### src/mfc_pkg.sv
// constants, types and crc helper for the flow control and rx filter block
// Operation
// - full duplex mode 11: send one pause frame with zero timer, then off
// - full duplex mode 10: send pause frames periodically until software changes
// - full duplex mode 01 sends one pause frame then clears; 00 is off
// - half duplex: only the low mode bit matters, high bit ignored
// - mode register bits 7:2 read zero; mode bits reset to zero
// - pause timer is 16 bits, low and high byte both writable
// - combine bit picks AND of enabled filters or OR of them
// - filter control 20h checks only crc: promiscuous reception
// - unicast passes only if all six address bytes equal station address
// - multicast passes when bit 0 of first address byte is one
// - broadcast passes when the address is all ones
// - hash computes a 32-bit crc over the six address bytes
// - crc bits 28:23 form the six-bit hash index
// - hash passes when the indexed table bit is set
// - index bits 5:3 pick the table byte, bits 2:0 the bit
// - empty table never matches, full table always matches
// - pause frame waits for any transmission in progress to finish
// - half duplex flow on jams the medium with 55h until off
// - pause frame is 64 bytes to 01-80-c2-00-00-01 with timer, pad, crc
package mfc_pkg;
	localparam int CLK_MHZ = 100;
	localparam logic [7:0] A_FLOW = 8'h00;
	localparam logic [7:0] A_MAC3 = 8'h04;
	localparam logic [7:0] A_PLO = 8'h08;
	localparam logic [7:0] A_PHI = 8'h0c;
	localparam logic [7:0] A_FILT = 8'h10;
	localparam logic [7:0] A_STAT = 8'h14;
	localparam logic [7:0] A_STA0 = 8'h20;
	localparam logic [7:0] A_HASH0 = 8'h40;
	localparam int FDX_BIT = 0;
	localparam int F_UC = 7;
	localparam int F_FILTER_COMBINE_SELECT = 6;
	localparam int F_CRC = 5;
	localparam int F_PM = 4;
	localparam int F_MP = 3;
	localparam int F_HT = 2;
	localparam int F_MC = 1;
	localparam int F_BC = 0;
	localparam logic [1:0] RST_MODE = 2'h0;
	localparam logic [7:0] RST_FILT = 8'ha1;
	localparam logic [1:0] M_OFF = 2'h0;
	localparam logic [1:0] M_ONE = 2'h1;
	localparam logic [1:0] M_REP = 2'h2;
	localparam logic [1:0] M_ZERO = 2'h3;
	localparam logic [7:0] JAM_BYTE = 8'h55;
	localparam logic [47:0] PAUSE_DA = 48'h0180c2000001;
	localparam logic [15:0] PAUSE_TYPE = 16'h8808;
	localparam logic [15:0] PAUSE_OP = 16'h0001;
	localparam logic [6:0] PAUSE_LEN = 7'h40;
	localparam logic [6:0] FCS_POS = 7'h3c;
	localparam logic [31:0] CRC_POLY = 32'h04c11db7;
	localparam logic [31:0] CRC_INIT = 32'hffffffff;
	localparam int HASH_HI = 28;
	localparam int HASH_LO = 23;
	localparam int REPEAT_NS = 10000;
	localparam int REPEAT_CYC = REPEAT_NS * CLK_MHZ / 1000;
	typedef enum {TX_IDLE, TX_WAIT, TX_SEND} mfc_tx_t;
	// bits enter lsb first, register kept msb aligned
	function automatic logic [31:0] mfc_crc_byte(input logic [31:0] c,
		input logic [7:0] d);
		logic [31:0] r;
		r = c;
		for (int i = 0; i < 8; i++) begin
			r = (r[31] ^ d[i]) ? ((r << 1) ^ CRC_POLY) : (r << 1);
		end
		return r;
	endfunction : mfc_crc_byte
endpackage : mfc_pkg

### src/mfc_top.sv
// flow control requests and receive address filters behind an apb slave
//
// The APB interface to the registers and the address map were left to the implementer.
`timescale 1ns/1ns
`default_nettype none
module mfc_top (
	input wire logic core_clk,
	input wire logic resetn,
	input wire logic psel,
	input wire logic penable,
	input wire logic pwrite,
	input wire logic [7:0] paddr,
	input wire logic [31:0] pwdata,
	output logic [31:0] prdata,
	output logic pready,
	output logic pslverr,
	input wire logic rx_valid,
	input wire logic rx_sof,
	input wire logic [7:0] rx_data,
	input wire logic rx_eof,
	input wire logic rx_crc_ok,
	output logic rx_accept,
	output logic rx_discard,
	input wire logic tx_busy,
	input wire logic pause_ready,
	output logic pause_valid,
	output logic [7:0] pause_data,
	output logic pause_last,
	output logic jam_active,
	output logic [7:0] jam_data
);
	import mfc_pkg::*;

	////////////////////////////////////////////////////////////////////////
	logic [1:0] fc_mode;
	logic fdx;
	logic [7:0] ptim_lo, ptim_hi, filt;
	logic [7:0] station [6];
	logic [7:0] hash [8];
	logic [63:0] hash_vec;
	logic wr, hw_clear, last_ok;
	logic [7:0] rd_val;
	logic rd_hit;
	mfc_tx_t state;

	for (genvar g = 0; g < 8; g++) begin : g_hash
		assign hash_vec[g*8 +: 8] = hash[g];
	end

	// write lands on the edge that completes the access
	assign wr = psel & penable & pwrite & pready;

	always_ff @(posedge core_clk or negedge resetn) begin
		if (!resetn) begin
			pready <= 1'b0;
			pslverr <= 1'b0;
			prdata <= 32'h0;
		end else begin
			pready <= psel & penable & ~pready;
			pslverr <= psel & penable & ~pready & ~rd_hit;
			prdata <= {24'h0, rd_val};
		end
	end

	always_comb begin
		rd_val = 8'h00;
		rd_hit = 1'b1;
		case (paddr)
			A_FLOW: rd_val = {6'h00, fc_mode};
			A_MAC3: rd_val = {7'h00, fdx};
			A_PLO: rd_val = ptim_lo;
			A_PHI: rd_val = ptim_hi;
			A_FILT: rd_val = filt;
			A_STAT: rd_val = {5'h00, last_ok, jam_active, state != TX_IDLE};
			default: rd_hit = 1'b0;
		endcase
		for (int i = 0; i < 6; i++) begin
			if (paddr == A_STA0 + 8'(4 * i)) begin
				rd_val = station[i];
				rd_hit = 1'b1;
			end
		end
		for (int i = 0; i < 8; i++) begin
			if (paddr == A_HASH0 + 8'(4 * i)) begin
				rd_val = hash[i];
				rd_hit = 1'b1;
			end
		end
	end

	// a software write in the clearing cycle wins: it is the newer request
	always_ff @(posedge core_clk or negedge resetn) begin
		if (!resetn) begin
			fc_mode <= RST_MODE;
		end else if (wr && paddr == A_FLOW) begin
			fc_mode <= pwdata[1:0];
		end else if (hw_clear) begin
			fc_mode <= M_OFF;
		end
	end

	always_ff @(posedge core_clk or negedge resetn) begin
		if (!resetn) begin
			fdx <= 1'b0;
			ptim_lo <= 8'h00;
			ptim_hi <= 8'h00;
			filt <= RST_FILT;
			for (int i = 0; i < 6; i++) station[i] <= 8'h00;
			for (int i = 0; i < 8; i++) hash[i] <= 8'h00;
		end else if (wr) begin
			if (paddr == A_MAC3) fdx <= pwdata[FDX_BIT];
			if (paddr == A_PLO) ptim_lo <= pwdata[7:0];
			if (paddr == A_PHI) ptim_hi <= pwdata[7:0];
			if (paddr == A_FILT) filt <= pwdata[7:0];
			for (int i = 0; i < 6; i++) begin
				if (paddr == A_STA0 + 8'(4 * i)) station[i] <= pwdata[7:0];
			end
			for (int i = 0; i < 8; i++) begin
				if (paddr == A_HASH0 + 8'(4 * i)) hash[i] <= pwdata[7:0];
			end
		end
	end

	////////////////////////////////////////////////////////////////////////
	// receive filters
	logic [7:0] snap_filt;
	logic [7:0] snap_sta [6];
	logic [63:0] snap_hash;
	logic [2:0] da_pos, cur_pos;
	logic in_frame, uc_ok, bc_ok, mc_ok, da_take, pass;
	logic [31:0] rx_crc;
	logic [7:0] sta_cur;
	logic [5:0] hidx;
	logic da_full, ht_ok, any_en, or_hit, and_ok;

	assign cur_pos = rx_sof ? 3'd0 : da_pos;
	assign da_take = rx_valid & (rx_sof | (in_frame & da_pos != 3'd6));
	assign sta_cur = rx_sof ? station[cur_pos] : snap_sta[cur_pos];

	// snapshot keeps a mid-frame register write out of this frame
	always_ff @(posedge core_clk or negedge resetn) begin
		if (!resetn) begin
			snap_filt <= RST_FILT;
			snap_hash <= 64'h0;
			for (int i = 0; i < 6; i++) snap_sta[i] <= 8'h00;
		end else if (rx_valid && rx_sof) begin
			snap_filt <= filt;
			snap_hash <= hash_vec;
			for (int i = 0; i < 6; i++) snap_sta[i] <= station[i];
		end
	end

	always_ff @(posedge core_clk or negedge resetn) begin
		if (!resetn) begin
			in_frame <= 1'b0;
			da_pos <= 3'd6;
			uc_ok <= 1'b0;
			bc_ok <= 1'b0;
			mc_ok <= 1'b0;
			rx_crc <= CRC_INIT;
		end else begin
			if (rx_valid && rx_sof) begin
				in_frame <= 1'b1;
			end else if (rx_eof) begin
				in_frame <= 1'b0;
			end
			if (da_take) begin
				da_pos <= cur_pos + 3'd1;
				uc_ok <= (rx_sof | uc_ok) & (rx_data == sta_cur);
				bc_ok <= (rx_sof | bc_ok) & (rx_data == 8'hff);
				if (rx_sof) mc_ok <= rx_data[0];
				rx_crc <= mfc_crc_byte(rx_sof ? CRC_INIT : rx_crc, rx_data);
			end
		end
	end

	assign da_full = da_pos == 3'd6;
	assign hidx = rx_crc[HASH_HI:HASH_LO];
	assign ht_ok = da_full & snap_hash[hidx];
	// pattern and wake filters are absent here: they never accept
	assign any_en = |{snap_filt[F_UC], snap_filt[F_PM], snap_filt[F_MP],
		snap_filt[F_HT], snap_filt[F_MC], snap_filt[F_BC]};
	assign or_hit = (snap_filt[F_UC] & da_full & uc_ok)
		| (snap_filt[F_HT] & ht_ok)
		| (snap_filt[F_MC] & mc_ok)
		| (snap_filt[F_BC] & da_full & bc_ok);
	assign and_ok = (~snap_filt[F_UC] | (da_full & uc_ok))
		& ~snap_filt[F_PM] & ~snap_filt[F_MP]
		& (~snap_filt[F_HT] | ht_ok)
		& (~snap_filt[F_MC] | mc_ok)
		& (~snap_filt[F_BC] | (da_full & bc_ok));
	// no filter enabled, pattern and wake included, admits all: promiscuous with crc only
	assign pass = (snap_filt[F_FILTER_COMBINE_SELECT] ? and_ok : (~any_en | or_hit))
		& (~snap_filt[F_CRC] | rx_crc_ok);

	always_ff @(posedge core_clk or negedge resetn) begin
		if (!resetn) begin
			rx_accept <= 1'b0;
			rx_discard <= 1'b0;
			last_ok <= 1'b0;
		end else begin
			rx_accept <= in_frame & rx_eof & pass;
			rx_discard <= in_frame & rx_eof & ~pass;
			if (in_frame && rx_eof) last_ok <= pass;
		end
	end

	////////////////////////////////////////////////////////////////////////
	// pause frame generator and half duplex jam
	logic [6:0] tx_cnt;
	logic [31:0] tx_crc, fcs_inv;
	logic [15:0] ptim_snap, rep_cnt;
	logic send_zero, one_shot, want, load, done;
	logic [7:0] nb, fcs_b;

	assign want = fdx & (fc_mode == M_ONE | fc_mode == M_ZERO
		| (fc_mode == M_REP & rep_cnt == 16'h0));
	assign load = state == TX_SEND & (~pause_valid | pause_ready);
	assign done = load & tx_cnt == PAUSE_LEN;
	assign fcs_inv = ~tx_crc;

	always_comb begin
		fcs_b = 8'h00;
		for (int i = 0; i < 8; i++) begin
			fcs_b[i] = fcs_inv[31 - 8 * tx_cnt[1:0] - i];
		end
		if (tx_cnt < 7'd6) nb = PAUSE_DA[47 - 8 * tx_cnt[2:0] -: 8];
		else if (tx_cnt < 7'd12) nb = station[3'(tx_cnt - 7'd6)];
		else if (tx_cnt == 7'd12) nb = PAUSE_TYPE[15:8];
		else if (tx_cnt == 7'd13) nb = PAUSE_TYPE[7:0];
		else if (tx_cnt == 7'd14) nb = PAUSE_OP[15:8];
		else if (tx_cnt == 7'd15) nb = PAUSE_OP[7:0];
		else if (tx_cnt == 7'd16) nb = ptim_snap[15:8];
		else if (tx_cnt == 7'd17) nb = ptim_snap[7:0];
		else if (tx_cnt < FCS_POS) nb = 8'h00;
		else nb = fcs_b;
	end

	always_ff @(posedge core_clk or negedge resetn) begin
		if (!resetn) begin
			state <= TX_IDLE;
			tx_cnt <= 7'h0;
			tx_crc <= CRC_INIT;
			ptim_snap <= 16'h0;
			send_zero <= 1'b0;
			one_shot <= 1'b0;
		end else begin
			case (state)
				TX_IDLE: if (want) begin
					state <= TX_WAIT;
					send_zero <= fc_mode == M_ZERO;
					one_shot <= fc_mode[0];
				end
				TX_WAIT: if (!tx_busy) begin
					state <= TX_SEND;
					tx_cnt <= 7'h0;
					tx_crc <= CRC_INIT;
					ptim_snap <= send_zero ? 16'h0 : {ptim_hi, ptim_lo};
				end
				TX_SEND: if (done) begin
					state <= TX_IDLE;
				end else if (load) begin
					tx_cnt <= tx_cnt + 7'h1;
					if (tx_cnt < FCS_POS) tx_crc <= mfc_crc_byte(tx_crc, nb);
				end
				default: state <= TX_IDLE;
			endcase
		end
	end

	assign hw_clear = done & one_shot;

	always_ff @(posedge core_clk or negedge resetn) begin
		if (!resetn) begin
			pause_valid <= 1'b0;
			pause_data <= 8'h00;
			pause_last <= 1'b0;
		end else if (done) begin
			pause_valid <= 1'b0;
			pause_last <= 1'b0;
		end else if (load) begin
			pause_valid <= 1'b1;
			pause_data <= nb;
			pause_last <= tx_cnt == PAUSE_LEN - 7'h1;
		end
	end

	// repeat spacing for periodic mode; restarts after each frame
	always_ff @(posedge core_clk or negedge resetn) begin
		if (!resetn) begin
			rep_cnt <= 16'h0;
		end else if (done) begin
			rep_cnt <= 16'(REPEAT_CYC - 1);
		end else if (rep_cnt != 16'h0 && state == TX_IDLE) begin
			rep_cnt <= rep_cnt - 16'h1;
		end
	end

	// jam pauses while the mac sends its own packet, then resumes
	always_ff @(posedge core_clk or negedge resetn) begin
		if (!resetn) begin
			jam_active <= 1'b0;
			jam_data <= 8'h00;
		end else begin
			jam_active <= ~fdx & fc_mode[0] & ~tx_busy;
			jam_data <= JAM_BYTE;
		end
	end
endmodule : mfc_top
`default_nettype wire

### config.mk
export PLATFORM = sky130hd
export DESIGN_NAME = mfc_top
export DESIGN_NICKNAME = d
export VERILOG_FILES = /design/src/mfc_pkg.sv /design/src/mfc_top.sv
export SDC_FILE = /design/constraint.sdc
export NUM_CORES = 1
export LEC_CHECK = 0
export BUFFER_PORTS_ARGS = -buffer_cell sky130_fd_sc_hd__buf_2
export CAP_MARGIN = 5
export CORE_MARGIN = 2
export CORE_UTILIZATION = 49
export DETAILED_ROUTE_END_ITERATION = 8
export MAX_ROUTING_LAYER = met4
export PLACE_DENSITY = 0.76
export SYNTH_ARGS = -nofsm -noshare
export SYNTH_HDL_FRONTEND = slang
export SYNTH_SLANG_ARGS = --single-unit
### constraint.sdc
create_clock -name core_clk -period 7.3 [get_ports core_clk]
set_clock_uncertainty 0.2 [all_clocks]
set_input_delay 0.365 -clock core_clk [delete_from_list [all_inputs] [get_ports core_clk]]
set_output_delay 0.365 -clock core_clk [all_outputs]
set_load 0.05 [all_outputs]
Word-level counts from Yosys, hierarchy flattened:

Cells that the tools add are included.
Widths: inputs -> output; s select.

* add/subtract/negate cells: 13
* order comparisons: 14
* equal/unequal tests: 43
* shift operators: 1
* muxes and demuxes: 110
* bitwise logic cells: 99
* reduce and logical (&&, ||, !) cells: 42

Operators by type and width (number)
* $mux 27: 16
* $lt 32x6->1 const B: 8
* $mux 32: 8
* $mux 8: 30
* $not 14->14: 16
* $pmux 32 s3: 1
* $sub 32x3->32 const B: 3
* $bmux 8 s3: 3
* $eq 8x7->1 const B: 8
* $logic_not 32->1: 2
* $pmux 32 s2: 1
* $sub 32x2->32 const B: 2
* $shiftx 55x33->8 const A: 1
* $eq 8x6->1 const B: 6
* $mux 16: 3
* $pmux 8 s6: 1
* $reduce_and 2->1: 22
* $bmux 1 s5: 8
* $and 1x1->1: 34
* $eq 32x1->1 const B: 1
* $eq 32x2->1 const B: 1
* $eq 32x3->1 const B: 1
* $not 32->32: 1
* $reduce_bool 32->1: 1
* 46 further kinds: 144

* bits in registers: 428
* bits of input ports: 59
* output and inout port bits: 55
* logic and storage cells: 373

Depth between registers and ports, before layout:

Gate-level depths: netlist of the first run.

* depth after elaboration: 33
* mapped depth: 15
* depth with buffers taken out: 11

Worst setup path after synthesis of the first run:

Ideal clock, no wire load.

* kind: flip-flop to flip-flop
* start: register tx_cnt[1]
* end: register tx_crc[14]
* library setup time: 0.073 ns
* data arrival time: 3.383 ns
* data required time: 7.027 ns
* slack: 3.644 ns
* cell stages (with the launch flop): 15
* buffers on the path: 3
* period minus slack after synthesis: 3.656 ns
* cell sequence: dfrtp_1 > buf_2 > buf_2 > inv_1 > ha_1 > nor4b_4 > and2_1 > buf_6 > a221o_1 > a221o_1 > xor2_4 > xor3_2 > xnor2_2 > xnor2_1 > a21oi_1

* word-level cells in the longest chain between the ends: 29
* elaborated cells on any way between the ends: 66
* those cells by class: add/sub: 7; order compare: 3; eq/ne: 9; shift: 1; mux: 34; bitwise: 11; reduce/logical: 1

RTL lines
* start, declared: line mfc_top.sv:210 `logic [6:0] tx_cnt;`
* start signal, assigned: line mfc_top.sv:263 `tx_cnt <= tx_cnt + 7'h1;`
* branches (longest 29 deep; another with $sub 32x1->32)
* end signal, assigned: line mfc_top.sv:264 `if (tx_cnt < FCS_POS) tx_crc <= mfc_crc_byte(tx_crc, nb);`
* end, declared: line mfc_top.sv:211 `logic [31:0] tx_crc, fcs_inv;`

Parallel ways; which one is timed is not known. The select of a mux whose other input is x is not followed.
A chain may end at the register's enable or synchronous reset.

Worst setup path after layout of the first run:

* start: register tx_cnt[0]
* end: register tx_crc[14]

Same word-level chain as after synthesis.

==> flow_metrics.env, run 1 <==
export IMPL_port_buffer_count=61
export IMPL_vias_in_the_first_global_route=14570
export IMPL_dp_slack_ps=3031
export IMPL_synth_enable_flop_cells=0
export IMPL_slew_violations=0
export IMPL_drv_cap=0
export IMPL_drtIter0Drc=1094
export IMPL_grt_start_max_net_pins=184
export IMPL_fp_dieW_um=209.6
export IMPL_post_drt_wl_per_cell_um=21.75
export IMPL_clk_transition_reported_paths_ps=60
export IMPL_i_o_pin_total=114
export IMPL_ys_warn_count=0
export IMPL_residual_drc=0
export IMPL_synth_seq_area_share=0.4851
export IMPL_clk_insertion_delay_late_ps=600
export IMPL_cp_max_fanout=21
export IMPL_share_comb_of_total_power=0.367
export IMPL_netlist_area_leader_share=0.3938
export IMPL_holdBufCountCts=10
export IMPL_dieArea_mm2=0.04394
export IMPL_tritoncts="done"
export IMPL_most_area_consuming_cells_after_synthesis="sky130_fd_sc_hd__dfrtp_1 39%, sky130_fd_sc_hd__mux2_2 14%, sky130_fd_sc_hd__dfstp_2 9.1%"
export IMPL_sequentialPowerShare=0.349
export IMPL_syn_mean_instance_area_um2=11.24
export IMPL_numCtsBuffers=44
export IMPL_synthArstFlopShare=1.000
export IMPL_yosys_most_used_dff="sky130_fd_sc_hd__dfrtp_1"
export IMPL_cp_start_kind="register"
export IMPL_hold_violations=0
export IMPL_timing_final_ws_setup_ps=3027
export IMPL_core_region_area_mm2=0.04185
export IMPL_cell_type_with_the_highest_aggregate_area_in_the_netlist="sky130_fd_sc_hd__dfrtp_1"
export IMPL_power_frac_clock=0.284
export IMPL_internal_power_uw=5477
export IMPL_clock_sinks=398
export IMPL_num_nets_final=1928
export IMPL_switchingPower_uw=2925
export IMPL_tightest_slew_ps=1086
export IMPL_count_of_tritonroute_iterations_in_the_first_routing_pass=6
export IMPL_r2r_start="tx_cnt[0]"
export IMPL_syn_to_final_growth_pct=10.73
export IMPL_setup_violations_final=0
export IMPL_crit_arrival_ps=4600
export IMPL_post_layout_total_power_uw=8401
export IMPL_timing_hold_worst_class="input port to register"
export IMPL_slowest_delay_ps=860
export IMPL_cts_resized_gates=0
export IMPL_row_count=75
export IMPL_postSynthCellCount=1843
export IMPL_route_vias_total=14570
export IMPL_worstPathRequired_ps=7620
export IMPL_critical_path_slowest_cell="sky130_fd_sc_hd__dfrtp_1"
export IMPL_worst_hold_slack_ps=20.14
export IMPL_vdd_ir_drop_max_v=0.0002641
export IMPL_min_delay_path_depth=3
export IMPL_via_per_inst=5.973
export IMPL_vert_die_dim_um=209.6
export IMPL_crit_path_frequent_cell="sky130_fd_sc_hd__a221o_1"
export IMPL_net_switching_fraction_of_the_power=0.3481
export IMPL_grt_first_pass_wirelength_um=83530
export IMPL_drt_antenna_violating_nets=0
export IMPL_final_core_utilization=0.5481
export IMPL_synth_cell_types=78
export IMPL_tns_ps=0
export IMPL_grt_setup_unrepaired="no"
export IMPL_hold_path_startpoint="paddr[4]"
export IMPL_regToRegEndpoint="tx_crc[14]"
export IMPL_worst_case_headroom_to_the_max_slew_limit=0.2757
export IMPL_detailed_place_hpwl_um=35720
export IMPL_globalRouteTotalUtil=0.2519
export IMPL_clock_tree_buffer_depth=3
export IMPL_clock_fmax_mhz=234.0
export IMPL_reg2regPathDepth=11
export IMPL_clk_root_buffer_cell="sky130_fd_sc_hd__clkbuf_16"
export IMPL_h_tree_depth=2
export IMPL_ys_seq_elements=398
export IMPL_initial_antenna_violation_count=2
export IMPL_post_cts_buffers=0
export IMPL_mappedNetlistArea_mm2=0.02072
export IMPL_holdPathEnd="pslverr"
export IMPL_period_minus_slack_ps=4273
export IMPL_run_status="complete, no violations"
export IMPL_sort_of_element_at_the_end_of_the_critical_path="register"
export IMPL_rrSetupSlack_ps=3030
export IMPL_proportion_of_layout_cells_with_a_drive_suffix_above_1=0.2887
export IMPL_starting_density_of_the_core=0.4950
export IMPL_worstPathCellList="buf_4 -> ha_1 -> nand4bb_1 -> a211oi_2 -> a221o_1 -> a221o_1 -> xor2_4 -> xor3_2 -> xnor2_2 -> xnor2_1 -> a21oi_1"
export IMPL_place_gp_congestion=0.9691
export IMPL_setup_worst_path_class="register to register"
export IMPL_power_density_cell_area_mw_per_mm2=366.3
export IMPL_routed_wl_um=53060
export IMPL_period_share=0.5854
export IMPL_total_leakage_power_uw=0.01019
export IMPL_grt_ovfl_total=0
==> registers in the layout, indices dropped and copies added (netlist names), 2 cells and up <==
signal      cells
hash           64
snap_hash      64
snap_sta       48
station        48
rx_crc         32
tx_crc         32
ptim_snap      16
rep_cnt        16
filt            8
pause_data      8
prdata          8
ptim_hi         8
ptim_lo         8
snap_filt       8
tx_cnt          7
da_pos          3
fc_mode         2
state           2
==> metrics by stage <==
stage / cells / instance area (um^2)
global route: 2439 / 22940
global placement: 2345 / 21260
floorplan: 1870 / 20820
detailed placement: 2345 / 21260
finish: 2439 / 22940
CTS: 2437 / 22930
==> power groups by stage <==
stage,clock (uW),combinational (uW),sequential [uW]
4_1_cts,2420,3090,2930
3_3_place_gp,0,2970,2950
5_1_grt,2510,3350,2970
2_1_floorplan,0,2630,2810
6_report,2390,3080,2930
3_5_place_dp,0,3060,2960
==> cells in the final DEF (no fill, tap or decap), types with 20 or more instances in the layout <==
| master | netlist | layout |
|---|---|---|
| sky130_fd_sc_hd__dfrtp_1 | 326 | 326 |
| sky130_fd_sc_hd__mux2_2 | 259 | 259 |
| sky130_fd_sc_hd__nand2_1 | 196 | 195 |
| sky130_fd_sc_hd__nor2_1 | 119 | 118 |
| sky130_fd_sc_hd__xnor2_1 | 105 | 105 |
| sky130_fd_sc_hd__o21ai_0 | 91 | 91 |
| sky130_fd_sc_hd__a21oi_1 | 78 | 78 |
| sky130_fd_sc_hd__dfstp_2 | 72 | 72 |
| sky130_fd_sc_hd__buf_2 | 9 | 60 |
| sky130_fd_sc_hd__nand3_1 | 49 | 49 |
| sky130_fd_sc_hd__xor2_1 | 46 | 46 |
| sky130_fd_sc_hd__clkbuf_16 | 0 | 44 |
| sky130_fd_sc_hd__nor3_1 | 43 | 42 |
| sky130_fd_sc_hd__mux4_2 | 33 | 33 |
| sky130_fd_sc_hd__conb_1 | 2 | 29 |
| sky130_fd_sc_hd__mux2i_1 | 22 | 22 |
| sky130_fd_sc_hd__nand3b_1 | 20 | 20 |
==> synthesized netlist by cell type, types with 20 or more instances <==
library cell	instances
sky130_fd_sc_hd__a21oi_1	78
sky130_fd_sc_hd__xor2_1	46
sky130_fd_sc_hd__nand2_1	196
sky130_fd_sc_hd__buf_4	33
sky130_fd_sc_hd__nor2_1	119
sky130_fd_sc_hd__o21ai_0	91
sky130_fd_sc_hd__clkbuf_1	81
sky130_fd_sc_hd__nand3b_1	20
sky130_fd_sc_hd__dfrtp_1	326
sky130_fd_sc_hd__nand3_1	49
sky130_fd_sc_hd__mux2i_1	22
sky130_fd_sc_hd__mux2_2	259
sky130_fd_sc_hd__dfstp_2	72
sky130_fd_sc_hd__nor3_1	43
sky130_fd_sc_hd__xnor2_1	105
sky130_fd_sc_hd__mux4_2	33
==> layer usage <==
layer	up-vias	track usage	share of wire
li1	6522	-	-
met1	7388	0.3372	0.44
met2	521	0.3830	0.46
met3	136	0.04818	0.065
met4	0	0.09636	0.037
met5	-	-	0
==> area by class of cell <==
type | instances | area [um^2]
inverters | 17 | 63.81
repair buffers | 84 | 525.5
diodes | 2 | 5.005
clock buffers | 66 | 1284
fillers | 3480 | 18910
flip-flops and latches | 398 | 10050
well taps | 539 | 674.4
multi-input cells | 1317 | 10040
clock inverters | 16 | 292.8
==> worst max-delay path by stage <==
| stage | startpoint | to | cells past startpoint |
|---|---|---|---|
| 2_1_floorplan | tx_cnt[1] | tx_crc[14] | 14 |
| 3_3_place_gp | tx_cnt[0] | tx_crc[14] | 11 |
| 3_5_place_dp | tx_cnt[0] | tx_crc[14] | 11 |
| 4_1_cts | tx_cnt[0] | tx_crc[14] | 11 |
| 5_1_grt | tx_cnt[0] | tx_crc[14] | 11 |
| 6_report | tx_cnt[0] | tx_crc[14] | 11 |
==> cell families (layout without fill, tap and decap cells) <==
logic type,count (synthesis),after routing,share of synthesized area
and+or+nand+nor,510,510,0.1149
DFF,398,398,0.4851
muxes,314,314,0.1873
AOI/OAI and AO/OA,286,286,0.08794
xor gates and xnor gates,171,171,0.08377
buffers and inverters,155,183,0.03642
adders and majority gates,7,7,0.004228
other,2,31,0.0003625
==> critical path: cells and delay by family (launching register included) <==
family | cells | cell delay [ps]
AO/OA/AOI/OAI | 4 | 1050
XOR/XNOR | 4 | 1180
adder cells (fa/ha/maj) | 1 | 250
buffers and inverters | 1 | 420
flip-flops | 1 | 860
AND/OR/NAND/NOR | 1 | 230
Note: power is estimated with default switching activity, not from simulation.
==> run 2: changes to the inputs <==
Settings changed: ABC_AREA set to 1, PLACE_DENSITY 0.76 to 0.79.
Clock period 7.3 ns to 3.7 ns, I/O delays scaled along.
==> flow_metrics.env, run 2 <==
export IMPL_power_density_cell_area_mw_per_mm2=760.9
export IMPL_fp_dieW_um=209.7
export IMPL_ys_warn_count=0
export IMPL_h_tree_depth=2
export IMPL_period_share=0.9519
export IMPL_setup_worst_path_class="register to register"
export IMPL_groute_layer_met3_usage=0.03621
export IMPL_drtIter0Drc=2312
export IMPL_proportion_of_layout_cells_with_a_drive_suffix_above_1=0.1368
export IMPL_synth_cell_types=51
export IMPL_tightest_slew_ps=994.0
export IMPL_core_region_area_mm2=0.04185
export IMPL_count_of_tritonroute_iterations_in_the_first_routing_pass=6
export IMPL_clock_fmax_mhz=283.9
export IMPL_drv_cap=0
export IMPL_mappedNetlistArea_mm2=0.02074
export IMPL_multi_input_comb_area_mm2=0.009214
export IMPL_initial_antenna_violation_count=1
export IMPL_synth_enable_flop_cells=0
export IMPL_num_nets_final=2673
export IMPL_post_cts_buffers=0
export IMPL_via_per_inst=5.717
export IMPL_synth_seq_area_share=0.4845
export IMPL_vias_in_the_first_global_route=17190
export IMPL_port_buffer_count=61
export IMPL_residual_drc=0
export IMPL_worst_case_headroom_to_the_max_slew_limit=0.3348
export IMPL_sort_of_element_at_the_end_of_the_critical_path="register"
export IMPL_tritoncts="done"
export IMPL_clk_root_buffer_cell="sky130_fd_sc_hd__clkbuf_16"
export IMPL_ys_seq_elements=398
export IMPL_grt_start_max_net_pins=188
export IMPL_worstPathRequired_ps=4040
export IMPL_detailed_place_hpwl_um=40760
export IMPL_synth_cells_most_frequent="653 x sky130_fd_sc_hd__nand2_1, 326 x sky130_fd_sc_hd__dfrtp_1, 324 x sky130_fd_sc_hd__o21ai_0"
export IMPL_setup_violations_final=0
export IMPL_routed_wl_um=58820
export IMPL_crit_arrival_ps=3860
export IMPL_post_layout_total_power_uw=17630
export IMPL_most_frequent_standard_cell_in_the_layout_excluding_fill_and_tap_cells="sky130_fd_sc_hd__nand2_1"
export IMPL_vert_die_dim_um=209.7
export IMPL_gr_usage_met2=0.4173
export IMPL_most_area_consuming_cells_after_synthesis="sky130_fd_sc_hd__dfrtp_1 39%, sky130_fd_sc_hd__nand2_1 12%, sky130_fd_sc_hd__dfstp_2 9.1%"
export IMPL_most_common_layout_cells="651 x sky130_fd_sc_hd__nand2_1, 325 x sky130_fd_sc_hd__dfrtp_1, 324 x sky130_fd_sc_hd__o21ai_0, 231 x sky130_fd_sc_hd__inv_1, 178 x sky130_fd_sc_hd__nor2_1"
export IMPL_grt_util_met1=0.3865
export IMPL_clk_transition_reported_paths_ps=60
export IMPL_vdd_ir_drop_max_v=0.0004404
export IMPL_grt_ovfl_total=0
export IMPL_starting_density_of_the_core=0.4956
export IMPL_syn_mean_instance_area_um2=8.115
export IMPL_route_vias_total=18170
export IMPL_run_status="complete, no violations"
export IMPL_postSynthCellCount=2556
export IMPL_yosys_most_used_dff="sky130_fd_sc_hd__dfrtp_1"
export IMPL_drt_antenna_violating_nets=0
export IMPL_syn_to_final_growth_pct=11.68
export IMPL_timing_hold_worst_class="input port to register"
export IMPL_grt_first_pass_wirelength_um=93430
export IMPL_grt_setup_unrepaired="no"
export IMPL_reg_largest_list="hash x64, snap_hash x64"
export IMPL_i_o_pin_total=114
export IMPL_netlist_area_leader_share=0.3933
export IMPL_post_drt_wl_per_cell_um=18.50
export IMPL_cp_max_fanout=10
export IMPL_cell_type_with_the_highest_aggregate_area_in_the_netlist="sky130_fd_sc_hd__dfrtp_1"
export IMPL_num_fill_cells=3659
export IMPL_dieArea_mm2=0.04399
export IMPL_tns_ps=0
export IMPL_slew_violations=0
export IMPL_grt_busiest_layer="met2"
export IMPL_ff_latch_area_mm2=0.01005
export IMPL_total_leakage_power_uw=0.01088
export IMPL_cp_start_kind="register"
export IMPL_clk_insertion_delay_late_ps=600
export IMPL_hold_violations=0
export IMPL_synthArstFlopShare=1.000
export IMPL_clock_sinks=398
export IMPL_clock_tree_buffer_depth=3
export IMPL_globalRouteTotalUtil=0.2765
export IMPL_numCtsBuffers=42
export IMPL_period_minus_slack_ps=3522
export IMPL_place_gp_congestion=0.9810
export IMPL_yosys_cell_count_top_type="sky130_fd_sc_hd__nand2_1"
export IMPL_row_count=75
[run 2: changes by cell type in the layout (fill, tap and decap cells not counted), moves of 60 or more]
cell and delta:
sky130_fd_sc_hd__nor2_1 +60, sky130_fd_sc_hd__nand3_1 +88, sky130_fd_sc_hd__inv_1 +214, sky130_fd_sc_hd__xnor2_1 -92, sky130_fd_sc_hd__mux2_2 -199, sky130_fd_sc_hd__nand2_1 +456, sky130_fd_sc_hd__o21ai_0 +233
[run 2: cells by family (layout without fill, tap and decap cells)]
family,Yosys count,count (layout),share of synthesized area
and+or+nand+nor,1077,1077,0.2167
muxes,60,60,0.03257
adders and majority gates,7,7,0.004222
buffers and inverters,385,441,0.07757
xor gates and xnor gates,98,98,0.04428
DFF,398,398,0.4845
AOI/OAI and AO/OA,529,529,0.1398
other,2,30,0.0003621
[run 2: per-stage QoR]
step / area, um^2 / std cells / util / hold WS (ps) / setup WS (ps)
global placement: 21510 / 3084 / 0.5139 / 64.68 / 554.8
global route: 23170 / 3179 / 0.5535 / 60.15 / 29.50
CTS: 23150 / 3178 / 0.5532 / 0.6643 / 24.77
detailed placement: 21510 / 3084 / 0.5139 / 76.98 / 496.7
floorplan: 20840 / 2583 / - / -310.6 / 863.1
finish: 23170 / 3179 / 0.5535 / 12.87 / 178.1
[run 2: worst max-delay path: stages, from the launching register on]
cell,delay [ps]
sky130_fd_sc_hd__dfrtp_2,460
sky130_fd_sc_hd__inv_1,230
sky130_fd_sc_hd__nor2_1,90
sky130_fd_sc_hd__buf_4,190
sky130_fd_sc_hd__o211ai_1,290
sky130_fd_sc_hd__nand4_1,130
sky130_fd_sc_hd__o21ai_0,150
sky130_fd_sc_hd__xor2_1,110
sky130_fd_sc_hd__nor4_1,270
sky130_fd_sc_hd__dlygate4sd3_1,590
sky130_fd_sc_hd__nand2_1,60
sky130_fd_sc_hd__a22oi_1,130
sky130_fd_sc_hd__dlygate4sd3_1,570
[run 2: cell type report]
cell class | count | area share
clock inverter | 11 | 0.009722
tap | 539 | 0.02911
timing repair buffer | 112 | 0.03478
clock buffer | 65 | 0.05347
antenna | 1 | 0.0001080
multi-input combinational | 1800 | 0.3977
sequential | 398 | 0.4339
inverter | 253 | 0.04121
[run 2: path summary, 6_finish.rpt]
check | startpoint | endpoint | slack (ps) | cells past startpoint
max | da_pos[0] | uc_ok | 180 | 12
max in group asynchronous | resetn | tx_crc[20] | 2260 | 3
min | paddr[6] | fdx | 10 | 5
min reg2reg | hash[18] | hash[18] | 290 | 2
max reg2reg | da_pos[0] | uc_ok | 180 | 12
min in group asynchronous | resetn | snap_hash[46] | 30 | 2
[run 2: layer usage]
layer | routed length [um] | vias up
met1 | 25580 | 8753
met2 | 26680 | 865
li1 | - | 8427
met5 | 0 | -
met3 | 4800 | 128
met4 | 1755 | 0
[run 2: power breakdown]
part           leakage [uW]  switching (uW)  internal [uW]
Clock              0.000704            1810           2670
Sequential          0.00520             517           5130
Combinational       0.00497            5120           2370
Total                0.0109            7450          10200
[run 2: repair_timing]
action,4_1_cts,5_1_grt
endpoints found under the setup margin,0,1
hold buffers,18,0
gates resized for setup,0,4
hold endpoints to repair,131,0
